File: src/rtl/cdl_pkg.sv
// Package for the current demand select and limit stage.
// Assumes a 40 MHz system clock and a one-cycle register port.
package cdl_pkg;

	localparam int unsigned CLK_HZ        = 40_000_000;
	localparam int unsigned TICK_S        = 1;
	localparam int unsigned CYC_PER_S     = CLK_HZ * TICK_S;

	localparam int          DW            = 11;
	localparam int          LW            = 10;
	localparam logic signed [DW-1:0] DMAX = 11'sh3E8;
	localparam logic signed [DW-1:0] DMIN = -11'sh3E8;
	localparam logic [LW-1:0] LIM_RST     = 10'h3E8;
	localparam logic [DW-1:0] ZERO_D      = 11'h000;

	localparam logic [4:0] A_DEMAND       = 5'h01;
	localparam logic [4:0] A_FINAL        = 5'h02;
	localparam logic [4:0] A_OVERRIDE     = 5'h03;
	localparam logic [4:0] A_SYM_LIM      = 5'h04;
	localparam logic [4:0] A_POS_LIM      = 5'h05;
	localparam logic [4:0] A_NEG_LIM      = 5'h06;
	localparam logic [4:0] A_LIM2         = 5'h07;
	localparam logic [4:0] A_TORQUE       = 5'h08;
	localparam logic [4:0] A_TRIM         = 5'h09;
	localparam logic [4:0] A_LIM2_SEL     = 5'h0A;
	localparam logic [4:0] A_TRIM_SEL     = 5'h0B;
	localparam logic [4:0] A_MODE_LO      = 5'h0C;
	localparam logic [4:0] A_MODE_HI      = 5'h0D;
	localparam logic [4:0] A_AUTO_EN      = 5'h12;
	localparam logic [4:0] A_LIM2_TIME    = 5'h13;

	typedef enum logic [1:0] {
		CDL_SPEED    = 2'h0,
		CDL_TORQUE   = 2'h1,
		CDL_OVERRIDE = 2'h2,
		CDL_COILER   = 2'h3
	} cdl_mode_t;

	typedef struct packed {
		logic signed [DW-1:0] speed_out;
		logic signed [DW-1:0] speed_err;
		logic signed [DW-1:0] speed_fb;
		logic signed [DW-1:0] speed_dem;
		logic        [LW-1:0] taper_lim;
	} cdl_loop_in_t;

endpackage

File: src/rtl/cdl_select_limit.sv
// Current demand selection, trim and limiting ahead of the current loop.
// Assumes loop inputs are synchronous to clk_sys_i and a control update is one clock.
//
// The strobed register port and the placing of the registers were chosen for this implementation.
`timescale 1ns/1ps

module cdl_select_limit
	import cdl_pkg::*;
#(
	parameter int unsigned SEC_CYCLES = CYC_PER_S
)(
	input  wire logic                 clk_sys_i,
	input  wire logic                 rstn_i,
	input  wire logic [4:0]           addr_i,
	input  wire logic [15:0]          wdata_i,
	input  wire logic                 wr_i,
	input  wire logic                 rd_i,
	output logic      [15:0]          rdata_o,
	input  wire cdl_loop_in_t         loop_i,
	input  wire logic                 run_i,
	output logic signed [DW-1:0]      final_demand_o,
	output logic signed [DW-1:0]      speed_ref_o,
	output logic                      zero_speed_ref_o
);

	logic        [LW-1:0] sym_lim_r;
	logic        [LW-1:0] pos_lim_r;
	logic        [LW-1:0] neg_lim_r;
	logic        [LW-1:0] lim2_r;
	logic signed [DW-1:0] torque_r;
	logic signed [DW-1:0] trim_r;
	logic                 lim2_sel_r;
	logic                 trim_sel_r;
	logic                 mode_lo_r;
	logic                 mode_hi_r;
	logic                 auto_en_r;
	logic        [7:0]    lim2_time_r;
	logic signed [DW-1:0] demand_r;
	logic signed [DW-1:0] final_r;
	logic        [LW-1:0] over_r;
	logic        [31:0]   sec_cnt_r;
	logic        [7:0]    sec_r;
	logic                 timing_r;
	logic                 run_d_r;
	logic                 auto_set;
	cdl_mode_t            mode;

	logic signed [DW-1:0] demand_nxt;
	logic signed [DW-1:0] final_nxt;
	logic        [LW-1:0] over_nxt;
	logic signed [DW-1:0] speed_ref_nxt;
	logic                 zero_ref_nxt;

	// Saturating keeps an overflow from flipping the sign of a demand.
	function automatic logic signed [DW-1:0] sat(input logic signed [DW+1:0] v);
		if (v > DMAX)
			return DMAX;
		else if (v < DMIN)
			return DMIN;
		else
			return v[DW-1:0];
	endfunction

	function automatic logic [LW-1:0] umin(input logic [LW-1:0] a, input logic [LW-1:0] b);
		return (a < b) ? a : b;
	endfunction

	// A written limit is compared as a whole word, so a large value cannot wrap into a small limit.
	function automatic logic [LW-1:0] lim_clip(input logic [15:0] d);
		if (d > {6'h00, LIM_RST})
			return LIM_RST;
		else
			return d[LW-1:0];
	endfunction

	// The bit order here makes mode_lo weigh 1, so 01 in the written pair means torque.
	assign mode = cdl_mode_t'({mode_hi_r, mode_lo_r});

	// Limits are unsigned magnitudes; the symmetric and limit-two values apply to either sign, pos and neg to one sign each.
	always_ff @(posedge clk_sys_i or negedge rstn_i)
	begin
		if (!rstn_i)
		begin
			sym_lim_r <= LIM_RST;
			pos_lim_r <= LIM_RST;
			neg_lim_r <= LIM_RST;
			lim2_r    <= LIM_RST;
		end
		else if (wr_i)
		begin
			case (addr_i)
				A_SYM_LIM: sym_lim_r <= lim_clip(wdata_i);
				A_POS_LIM: pos_lim_r <= lim_clip(wdata_i);
				A_NEG_LIM: neg_lim_r <= lim_clip(wdata_i);
				A_LIM2:    lim2_r    <= lim_clip(wdata_i);
				default:   ;
			endcase
		end
	end

	// Signed writes carry an 11-bit two's complement value and saturate at the range ends.
	always_ff @(posedge clk_sys_i or negedge rstn_i)
	begin
		if (!rstn_i)
		begin
			torque_r <= ZERO_D;
			trim_r   <= ZERO_D;
		end
		else if (wr_i)
		begin
			case (addr_i)
				A_TORQUE: torque_r <= sat({{2{wdata_i[DW-1]}}, wdata_i[DW-1:0]});
				A_TRIM:   trim_r   <= sat({{2{wdata_i[DW-1]}}, wdata_i[DW-1:0]});
				default:  ;
			endcase
		end
	end

	// Mode, trim select and timer settings; the limit-two select bit has its own process.
	always_ff @(posedge clk_sys_i or negedge rstn_i)
	begin
		if (!rstn_i)
		begin
			trim_sel_r  <= 1'b0;
			mode_lo_r   <= 1'b0;
			mode_hi_r   <= 1'b0;
			auto_en_r   <= 1'b0;
			lim2_time_r <= 8'h00;
		end
		else if (wr_i)
		begin
			case (addr_i)
				A_TRIM_SEL:  trim_sel_r  <= wdata_i[0];
				A_MODE_LO:   mode_lo_r   <= wdata_i[0];
				A_MODE_HI:   mode_hi_r   <= wdata_i[0];
				A_AUTO_EN:   auto_en_r   <= wdata_i[0];
				A_LIM2_TIME: lim2_time_r <= wdata_i[7:0];
				default:     ;
			endcase
		end
	end

	// Automatic selection wins over a software write in the same cycle.
	always_ff @(posedge clk_sys_i or negedge rstn_i)
	begin
		if (!rstn_i)
			lim2_sel_r <= 1'b0;
		else if (auto_set)
			lim2_sel_r <= 1'b1;
		else if (wr_i && addr_i == A_LIM2_SEL)
			lim2_sel_r <= wdata_i[0];
	end

	// Seconds timer started by the rising edge of run; run from other logic is synchronous.
	always_ff @(posedge clk_sys_i or negedge rstn_i)
	begin
		if (!rstn_i)
		begin
			run_d_r   <= 1'b0;
			timing_r  <= 1'b0;
			sec_cnt_r <= '0;
			sec_r     <= 8'h00;
		end
		else
		begin
			run_d_r <= run_i;
			if (run_i && !run_d_r)
			begin
				timing_r  <= 1'b1;
				sec_cnt_r <= '0;
				sec_r     <= 8'h00;
			end
			else if (!run_i || auto_set)
				timing_r <= 1'b0;
			else if (timing_r)
			begin
				if (sec_cnt_r == SEC_CYCLES - 1)
				begin
					sec_cnt_r <= '0;
					sec_r     <= sec_r + 8'h01;
				end
				else
					sec_cnt_r <= sec_cnt_r + 32'h1;
			end
		end
	end

	assign auto_set = auto_en_r && timing_r && run_i && (sec_r >= lim2_time_r);

	always_comb
	begin
		logic signed [DW-1:0] sel;
		logic signed [DW-1:0] plim;
		logic signed [DW-1:0] nlim;
		logic                 regen;
		sel           = loop_i.speed_out;
		speed_ref_nxt = loop_i.speed_dem;
		zero_ref_nxt  = 1'b0;
		regen         = 1'b0;
		plim          = '0;
		nlim          = '0;
		// The taper result already starts from the symmetric limit, so the lower of the two stands.
		over_nxt      = umin(loop_i.taper_lim, sym_lim_r);
		if (lim2_sel_r)
			over_nxt = umin(over_nxt, lim2_r);
		case (mode)
			CDL_SPEED:
				sel = loop_i.speed_out;
			CDL_TORQUE:
				sel = torque_r;
			CDL_OVERRIDE:
			begin
				// Speed output may follow the torque reference only when error agrees in sign.
				if ((loop_i.speed_err[DW-1] == torque_r[DW-1]) && loop_i.speed_err != ZERO_D)
				begin
					if (torque_r[DW-1])
						sel = (loop_i.speed_out < torque_r) ? torque_r : loop_i.speed_out;
					else
						sel = (loop_i.speed_out > torque_r) ? torque_r : loop_i.speed_out;
				end
				else
					sel = ZERO_D;
				regen = (loop_i.speed_fb[DW-1] != torque_r[DW-1]) && loop_i.speed_fb != ZERO_D;
				// Regenerating below the speed demand loses its torque demand.
				if (regen && (loop_i.speed_fb[DW-1] ? (loop_i.speed_fb > loop_i.speed_dem)
				                                  : (loop_i.speed_fb < loop_i.speed_dem)))
					sel = ZERO_D;
				// Motoring past the speed demand sees an opposed error and drops to zero.
				if (!regen && loop_i.speed_err != ZERO_D && loop_i.speed_err[DW-1] != torque_r[DW-1])
					sel = ZERO_D;
			end
			CDL_COILER:
			begin
				if (torque_r != ZERO_D && loop_i.speed_fb != ZERO_D
				    && torque_r[DW-1] != loop_i.speed_fb[DW-1])
				begin
					zero_ref_nxt  = 1'b1;
					speed_ref_nxt = ZERO_D;
				end
				sel = loop_i.speed_out;
			end
			default:
				sel = loop_i.speed_out;
		endcase
		demand_nxt = sel;
		if (trim_sel_r)
			demand_nxt = sat({{2{sel[DW-1]}}, sel} + {{2{trim_r[DW-1]}}, trim_r});
		// Positive demand meets the positive bridge limit, negative demand the negative one.
		plim = $signed({1'b0, umin(over_nxt, pos_lim_r)});
		nlim = $signed({1'b0, umin(over_nxt, neg_lim_r)});
		final_nxt = demand_nxt;
		if (demand_nxt > plim)
			final_nxt = plim;
		else if (demand_nxt < -nlim)
			final_nxt = -nlim;
	end

	always_ff @(posedge clk_sys_i or negedge rstn_i)
	begin
		if (!rstn_i)
		begin
			demand_r <= ZERO_D;
			final_r  <= ZERO_D;
			over_r   <= '0;
		end
		else
		begin
			demand_r <= demand_nxt;
			final_r  <= final_nxt;
			over_r   <= over_nxt;
		end
	end

	// The speed reference goes back upstream, so it is registered like the demand.
	always_ff @(posedge clk_sys_i or negedge rstn_i)
	begin
		if (!rstn_i)
		begin
			speed_ref_o      <= ZERO_D;
			zero_speed_ref_o <= 1'b0;
		end
		else
		begin
			speed_ref_o      <= speed_ref_nxt;
			zero_speed_ref_o <= zero_ref_nxt;
		end
	end

	assign final_demand_o = final_r;

	// Read data return to zero outside the read cycle so an idle port reads as zero.
	always_ff @(posedge clk_sys_i or negedge rstn_i)
	begin
		if (!rstn_i)
			rdata_o <= 16'h0000;
		else if (rd_i)
		begin
			case (addr_i)
				A_DEMAND:    rdata_o <= {{5{demand_r[DW-1]}}, demand_r};
				A_FINAL:     rdata_o <= {{5{final_r[DW-1]}}, final_r};
				A_OVERRIDE:  rdata_o <= {6'h00, over_r};
				A_SYM_LIM:   rdata_o <= {6'h00, sym_lim_r};
				A_POS_LIM:   rdata_o <= {6'h00, pos_lim_r};
				A_NEG_LIM:   rdata_o <= {6'h00, neg_lim_r};
				A_LIM2:      rdata_o <= {6'h00, lim2_r};
				A_TORQUE:    rdata_o <= {{5{torque_r[DW-1]}}, torque_r};
				A_TRIM:      rdata_o <= {{5{trim_r[DW-1]}}, trim_r};
				A_LIM2_SEL:  rdata_o <= {15'h0000, lim2_sel_r};
				A_TRIM_SEL:  rdata_o <= {15'h0000, trim_sel_r};
				A_MODE_LO:   rdata_o <= {15'h0000, mode_lo_r};
				A_MODE_HI:   rdata_o <= {15'h0000, mode_hi_r};
				A_AUTO_EN:   rdata_o <= {15'h0000, auto_en_r};
				A_LIM2_TIME: rdata_o <= {8'h00, lim2_time_r};
				default:     rdata_o <= 16'h0000;
			endcase
		end
		else
			rdata_o <= 16'h0000;
	end

endmodule

File: config.mk
export PLATFORM = sky130hd
export DESIGN_NAME = cdl_select_limit
export DESIGN_NICKNAME = d
export VERILOG_FILES = /design/src/rtl/cdl_pkg.sv /design/src/rtl/cdl_select_limit.sv
export SDC_FILE = /design/constraint.sdc
export NUM_CORES = 1
export LEC_CHECK = 0
export BUFFER_PORTS_ARGS = -buffer_cell sky130_fd_sc_hd__buf_2
export CAP_MARGIN = 40
export CORE_ASPECT_RATIO = 1.1
export CORE_MARGIN = 2
export CORE_UTILIZATION = 55
export CTS_CLUSTER_SIZE = 40
export DETAILED_ROUTE_END_ITERATION = 16
export HOLD_SLACK_MARGIN = 0.06
export PLACE_DENSITY = 0.75
export SYNTH_ARGS = -nofsm -noshare
export SYNTH_HDL_FRONTEND = slang
export SYNTH_SLANG_ARGS = --single-unit
File: constraint.sdc
create_clock -name clk_sys_i -period 27.8 [get_ports clk_sys_i]
set_input_delay 5.56 -clock clk_sys_i [delete_from_list [all_inputs] [get_ports clk_sys_i]]
set_output_delay 5.56 -clock clk_sys_i [all_outputs]
set_load 0.005 [all_outputs]
==> results of run 1 <==
[Yosys cell counts (14+ instances only)]
library cell and n:
nand4_1 23, dfstp_2 24, xnor2_1 25, nor4_1 20, ha_1 104, a21o_1 25, inv_1 103, nor2_1 112
dfrtp_1 148, a22oi_1 18, nor3_1 37, a22o_1 25, and2_1 14, mux2i_1 18, a221oi_1 19, a21oi_1 56
o21a_1 14, clkbuf_1 40, nand3_1 42, nand2_1 137, o21ai_0 111, xor2_1 15
[worst max-delay path: cells and delay by family]
| kind | cells | cell delay [ns] |
|---|---|---|
| simple gates | 15 | 3.87 |
| mux | 1 | 0.27 |
| fa+ha+maj | 5 | 1.68 |
| compound gates | 18 | 4.50 |
| buf+inv | 2 | 0.38 |
[power groups by stage]
stage               combinational [mW]  sequential, mW  clock (mW)
finish                           0.701           0.365       0.243
global route                     0.777           0.366       0.254
CTS                              0.688           0.362       0.244
detailed placement               0.681           0.366           0
global placement                 0.668           0.366           0
floorplan                        0.510           0.335           0
[layout make-up]
class,count,share of cell area
well taps,290,0.0273
flip-flops and latches,172,0.327
clock buffers,19,0.0334
repair buffers,131,0.0536
inverters,103,0.0291
multi-input cells,1023,0.519
clock inverters,13,0.0111
[path summary, 6_finish.rpt]
| path | to | slack (ns) |
|---|---|---|
| worst max-delay path | final_demand_o[2] | 11.87 |
| worst min-delay path | sec_cnt_r[5] | 0.49 |
| worst max register to register | final_demand_o[2] | 16.42 |
| worst min register to register | sec_cnt_r[5] | 0.49 |
| max in group asynchronous | final_demand_o[0] | 21.25 |
| min in group asynchronous | sec_cnt_r[4] | 5.03 |
[per-layer routing]
layer	track usage	vias up
met5	0	-
met4	0.147	0
met3	0.0430	109
met2	0.546	477
met1	0.426	5273
li1	-	5147
[state kept, by name, summed over array words and instances, names as in the netlist, 10 cells and up]
| signal | flops |
|---|---|
| speed_ref_o | 11 |
| demand_r | 11 |
| trim_r | 11 |
| pos_lim_r | 10 |
| final_demand_o | 11 |
| lim2_r | 10 |
| neg_lim_r | 10 |
| over_r | 10 |
| sec_cnt_r | 32 |
| torque_r | 11 |
| rdata_o | 11 |
| sym_lim_r | 10 |
[cells by family after synthesis]
group	count (synthesis)
and+or+nand+nor	456
AOI/OAI and AO/OA	389
DFF	172
buffers and inverters	157
adders and majority gates	107
xor gates and xnor gates	40
muxes	31
[through the flow]
stage	hold WS, ns	util	total power, mW	cell area (um2)	setup WS [ns]
final	0.488	0.625	1.31	13300	11.87
after global routing	0.521	0.625	1.40	13300	11.01
after CTS	0.493	0.625	1.29	13300	12.05
after detailed placement	0.482	0.597	1.05	12700	11.69
after global placement	0.468	0.594	1.03	12600	11.77
after floorplan	0.446	-	0.846	11800	13.33
==> flow_metrics.tcl, run 1 <==
set metrics [dict create \
    rsz0062_at_grt "false" \
    fp-row-count 56 \
    synthSimpleGateAreaFrac 0.184 \
    cp-start-kind "input pin" \
    startpoint "loop_i[4]" \
    power_frac_seq 0.279 \
    p_per_area_mw_per_mm2 98.6 \
    synth.distinct_cells 81 \
    min_from "sec_cnt_r[5]" \
    die_x_um 144 \
    synthMuxAreaShare 0.0276 \
    via_count 11000 \
    wirelength_um 35900 \
    async_reset_ff_frac 1.00 \
    hold_violations 0 \
    reg2reg_depth 41 \
    synth_top_area_cell "dfrtp_1" \
    period_share 0.573 \
    status "completed" \
    p_comb_frac 0.536 \
    cts_hold_buffers 0 \
    start_util 0.557 \
    nFillCells 1836 \
    cp-end-kind "flip-flop" \
    setup_violations 0 \
    drtIter0Drc 990 \
    hp-class "reg -> reg" \
    power.leakage_nw 6.07 \
    grt_use_total 0.327 \
    gp_congestion 0.963 \
    clk_pin_slew_ns 0.08 \
    met1Wirelength_um 15000 \
    swShare 0.455 \
    htree_levels 4 \
    cap_violations 0 \
    dr_wl_met2_um 16900 \
    ys_warn_count 0 \
    cp.required_ns 28.14 \
    slew_viol_final 0 \
    synth-compound-area-share 0.226 \
    yosys-top-cells-area "dfrtp_1 31%, ha_1 11%, dfstp_2 5.3%, o21ai_0 4.7%, nand2_1 4.3%" \
    syn_avg_cell_area_um2 8.75 \
    final_common_cell "dfrtp_1" \
    setup.worst_path.class "in -> reg" \
    final_nets 1633 \
    grt_max_degree 65 \
    fp.coreArea_mm2 0.0212 \
    synth_edf_count 0 \
    portBuffers 118 \
    layout_common_cells "148 x dfrtp_1, 137 x nand2_1, 118 x buf_2" \
    syn_area_mm2 0.0118 \
    crit_fanout 19 \
    cpMaxStageDelayCell "a211oi_4" \
    tritoncts "yes" \
    antenna_cells 0 \
    wl_per_cell_um 20.5 \
    fin_cells 1751 \
    antenna_found_initial 0 \
    die_area_mm2 0.0227 \
    grt_pass1_wl_um 57000 \
    power_switching_mw 0.596 \
    intPower_mw 0.713 \
    multi_input_area_mm2 0.00688 \
    drive_gt1_frac 0.150 \
    max_freq_mhz 62.8 \
    clock_latency_ns 0.44 \
    cts_root_buffer "clkbuf_16" \
    synth-main-ff-cell "dfrtp_1" \
    ios 119 \
    cts_buffer_depth 2 \
    firstDrtPassIters 6 \
    ant_nets 0 \
    tns_ns 0 \
    area_growth_pct 12.2 \
    syn-num-nets 1537 \
    seq_area_mm2 0.00433 \
    fin_crit_ns 15.93 \
    dp.cells 1719 \
    crit_arrival_ns 16.27 \
    max_slew_margin 0.363 \
    synth_top_family_by_area "compound AO/OA/AOI/OAI gates" \
    yosysTopAreaCellShare 0.313 \
    vias_per_cell 6.29 \
    cts_buffers 17 \
    synth_fa_ha_area_frac 0.113 \
    critical-path-max-stage-delay_ns 0.71 \
    drc 0 \
    ys_seq_area_frac 0.366 \
    synthCells 1352 \
    ys_seq_elements 172 \
    worstMarginPinSlew_ns 0.952 \
    dr.max_layer_used "met4" \
    pwr-share-clk 0.185 \
    cts_resized 0 \
    grt_pass1_vias 10600 \
    synth-xor-area-share 0.0296 \
    fp.dieH_um 158 \
    holdPathStages 1 \
    wl_met3_um 2310 \
    timing.rr.start "sym_lim_r[7]" \
    cts_setup_buffers 0 \
    dp_hpwl_um 27900 \
    fin_skew_ns 0.0114 \
    max-vdd-ir-drop_uv 55.1 \
    cts_sinks 172 \
    grt_overflow 0 \
]
Note: power is estimated with default switching activity, not from simulation.
==> inputs of run 2 (changes only) <==
Settings changed: PLACE_DENSITY 0.75 to 0.78.
Clock period 27.8 ns to 13.4 ns, I/O delays scaled along.
==> run 2 against run 1 <==
Net effect: die area did not move; largest power group unchanged; non-clock buffer count rose by 2; register-to-register slack got worse by 14 ns; largest cell class unchanged.
==> flow_metrics.tcl, run 2 (synthesis gave the netlist of run 1 again) <==
set metrics [dict create \
    htree_levels 4 \
    p_per_area_mw_per_mm2 204 \
    grt_overflow 0 \
    die_area_mm2 0.0227 \
    worstMarginPinSlew_ns 0.891 \
    timing.rr.end "final_demand_o[2]" \
    grt_use_total 0.322 \
    reg2reg_slack_ns 2.67 \
    whs_endpoint "sec_cnt_r[5]" \
    fin_skew_ns 0.0153 \
    cts_sinks 172 \
    period_share 0.923 \
    pwr-share-clk 0.180 \
    tns_ns 0 \
    crit_fanout 21 \
    cp.required_ns 13.74 \
    cap_violations 0 \
    cp.depth 41 \
    layout_common_cells "148 x dfrtp_1, 137 x nand2_1, 118 x buf_2" \
    drc 0 \
    antenna_found_initial 0 \
    min_from "sec_cnt_r[5]" \
    max_slew_margin 0.404 \
    final_util 0.625 \
    hold_violations 0 \
    swShare 0.457 \
    cp-start-kind "input pin" \
    intPower_mw 1.47 \
    cp-end-kind "flip-flop" \
    grt_pass1_vias 10400 \
    slew_viol_final 0 \
    status "completed" \
    portBuffers 118 \
    max_freq_mhz 80.8 \
    cts_setup_buffers 0 \
    area_growth_pct 12.2 \
    cts_resized 0 \
    ios 119 \
    setup_violations 0 \
    power.leakage_nw 6.07 \
    dp_worst_setup_slack_ns 0.783 \
    drtIter0Drc 1054 \
    cts_buffers 17 \
    drive_gt1_frac 0.152 \
    clock_latency_ns 0.44 \
    fp.coreArea_mm2 0.0212 \
    vias_per_cell 6.27 \
    fp-row-count 56 \
    start_util 0.557 \
    ant_nets 0 \
    dp_hpwl_um 27800 \
    regMostFlops "sec_cnt_r" \
    via_count 11000 \
    fin_ws_ns 1.03 \
    largest_reg_flops 32 \
    final_nets 1635 \
    power_switching_mw 1.24 \
    cts_buffer_depth 2 \
    critical-path-max-stage-delay_ns 0.70 \
    tritoncts "yes" \
    max-vdd-ir-drop_uv 112 \
    gp_congestion 0.958 \
    reg2reg_depth 40 \
    fp.dieH_um 158 \
    timing.rr.start "sym_lim_r[3]" \
    wirelength_um 35900 \
    cts_root_buffer "clkbuf_16" \
    setup.worst_path.class "in -> reg" \
    hp-class "reg -> reg" \
    wl_per_cell_um 20.5 \
    grt_pass1_wl_um 56400 \
    crit_family "compound AO/OA/AOI/OAI gates" \
    p_comb_frac 0.540 \
    power_frac_seq 0.280 \
    holdPathStages 1 \
    crit_arrival_ns 12.71 \
    cts_hold_buffers 0 \
    worstPathBufferInverterCount 3 \
    final_common_cell "dfrtp_1" \
    grt_max_degree 94 \
    fin_cells 1753 \
    antenna_cells 0 \
    firstDrtPassIters 6 \
    die_x_um 144 \
    clk_pin_slew_ns 0.08 \
    dp.cells 1721 \
    fin_crit_ns 12.37 \
    rsz0062_at_grt "false" \
    cpMaxStageDelayCell "a21oi_1" \
]
[run 2: stage by stage]
step	hold slack (ns)	power, mW	instance area (um2)
after floorplan	0.446	1.75	11800
after global placement	0.468	2.16	12600
after detailed placement	0.479	2.18	12700
after CTS	0.492	2.68	13300
after global routing	0.516	2.90	13300
final	0.489	2.71	13300
[run 2: worst max path at each step]
stage / start / end / slack [ns]
2_1_floorplan: loop_i[7] / final_demand_o[6] / 1.81
3_3_place_gp: loop_i[4] / final_demand_o[2] / 1.25
3_5_place_dp: loop_i[7] / final_demand_o[2] / 0.78
4_1_cts: loop_i[7] / final_demand_o[2] / 1.17
5_1_grt: loop_i[7] / final_demand_o[2] / 0.33
6_report: loop_i[7] / final_demand_o[2] / 1.03
[run 2: power by group through the flow]
stage	sequential, mW	clock [mW]	combinational, mW
after floorplan	0.696	0	1.06
after global placement	0.761	0	1.40
after detailed placement	0.761	0	1.42
after CTS	0.753	0.489	1.44
after global routing	0.763	0.510	1.62
final	0.759	0.487	1.46
[run 2: worst register-to-register path: cells and delay by family, from the launching register on]
kind	cells	cell delay, ns
AOI/OAI and AO/OA	16	4.57
and+or+nand+nor	15	2.94
adders and majority gates	5	1.63
DFF	1	0.64
buffers and inverters	3	0.61
muxes	1	0.23
[run 2: layout make-up]
cell class,count,area [um2]
Sequential cell,172,4330
Clock inverter,14,138
Inverter,103,387
Timing Repair Buffer,133,727
Clock buffer,18,439
Fill cell,1856,7960
Multi-Input combinational cell,1023,6880
Tap cell,290,363
[run 2: metal layers]
metal	part of all wire	GRT usage	vias up
met1	0.42	0.425	5229
met4	0.045	0.135	0
met2	0.47	0.534	500
met5	0	0	-
li1	-	-	5153
met3	0.070	0.0430	102
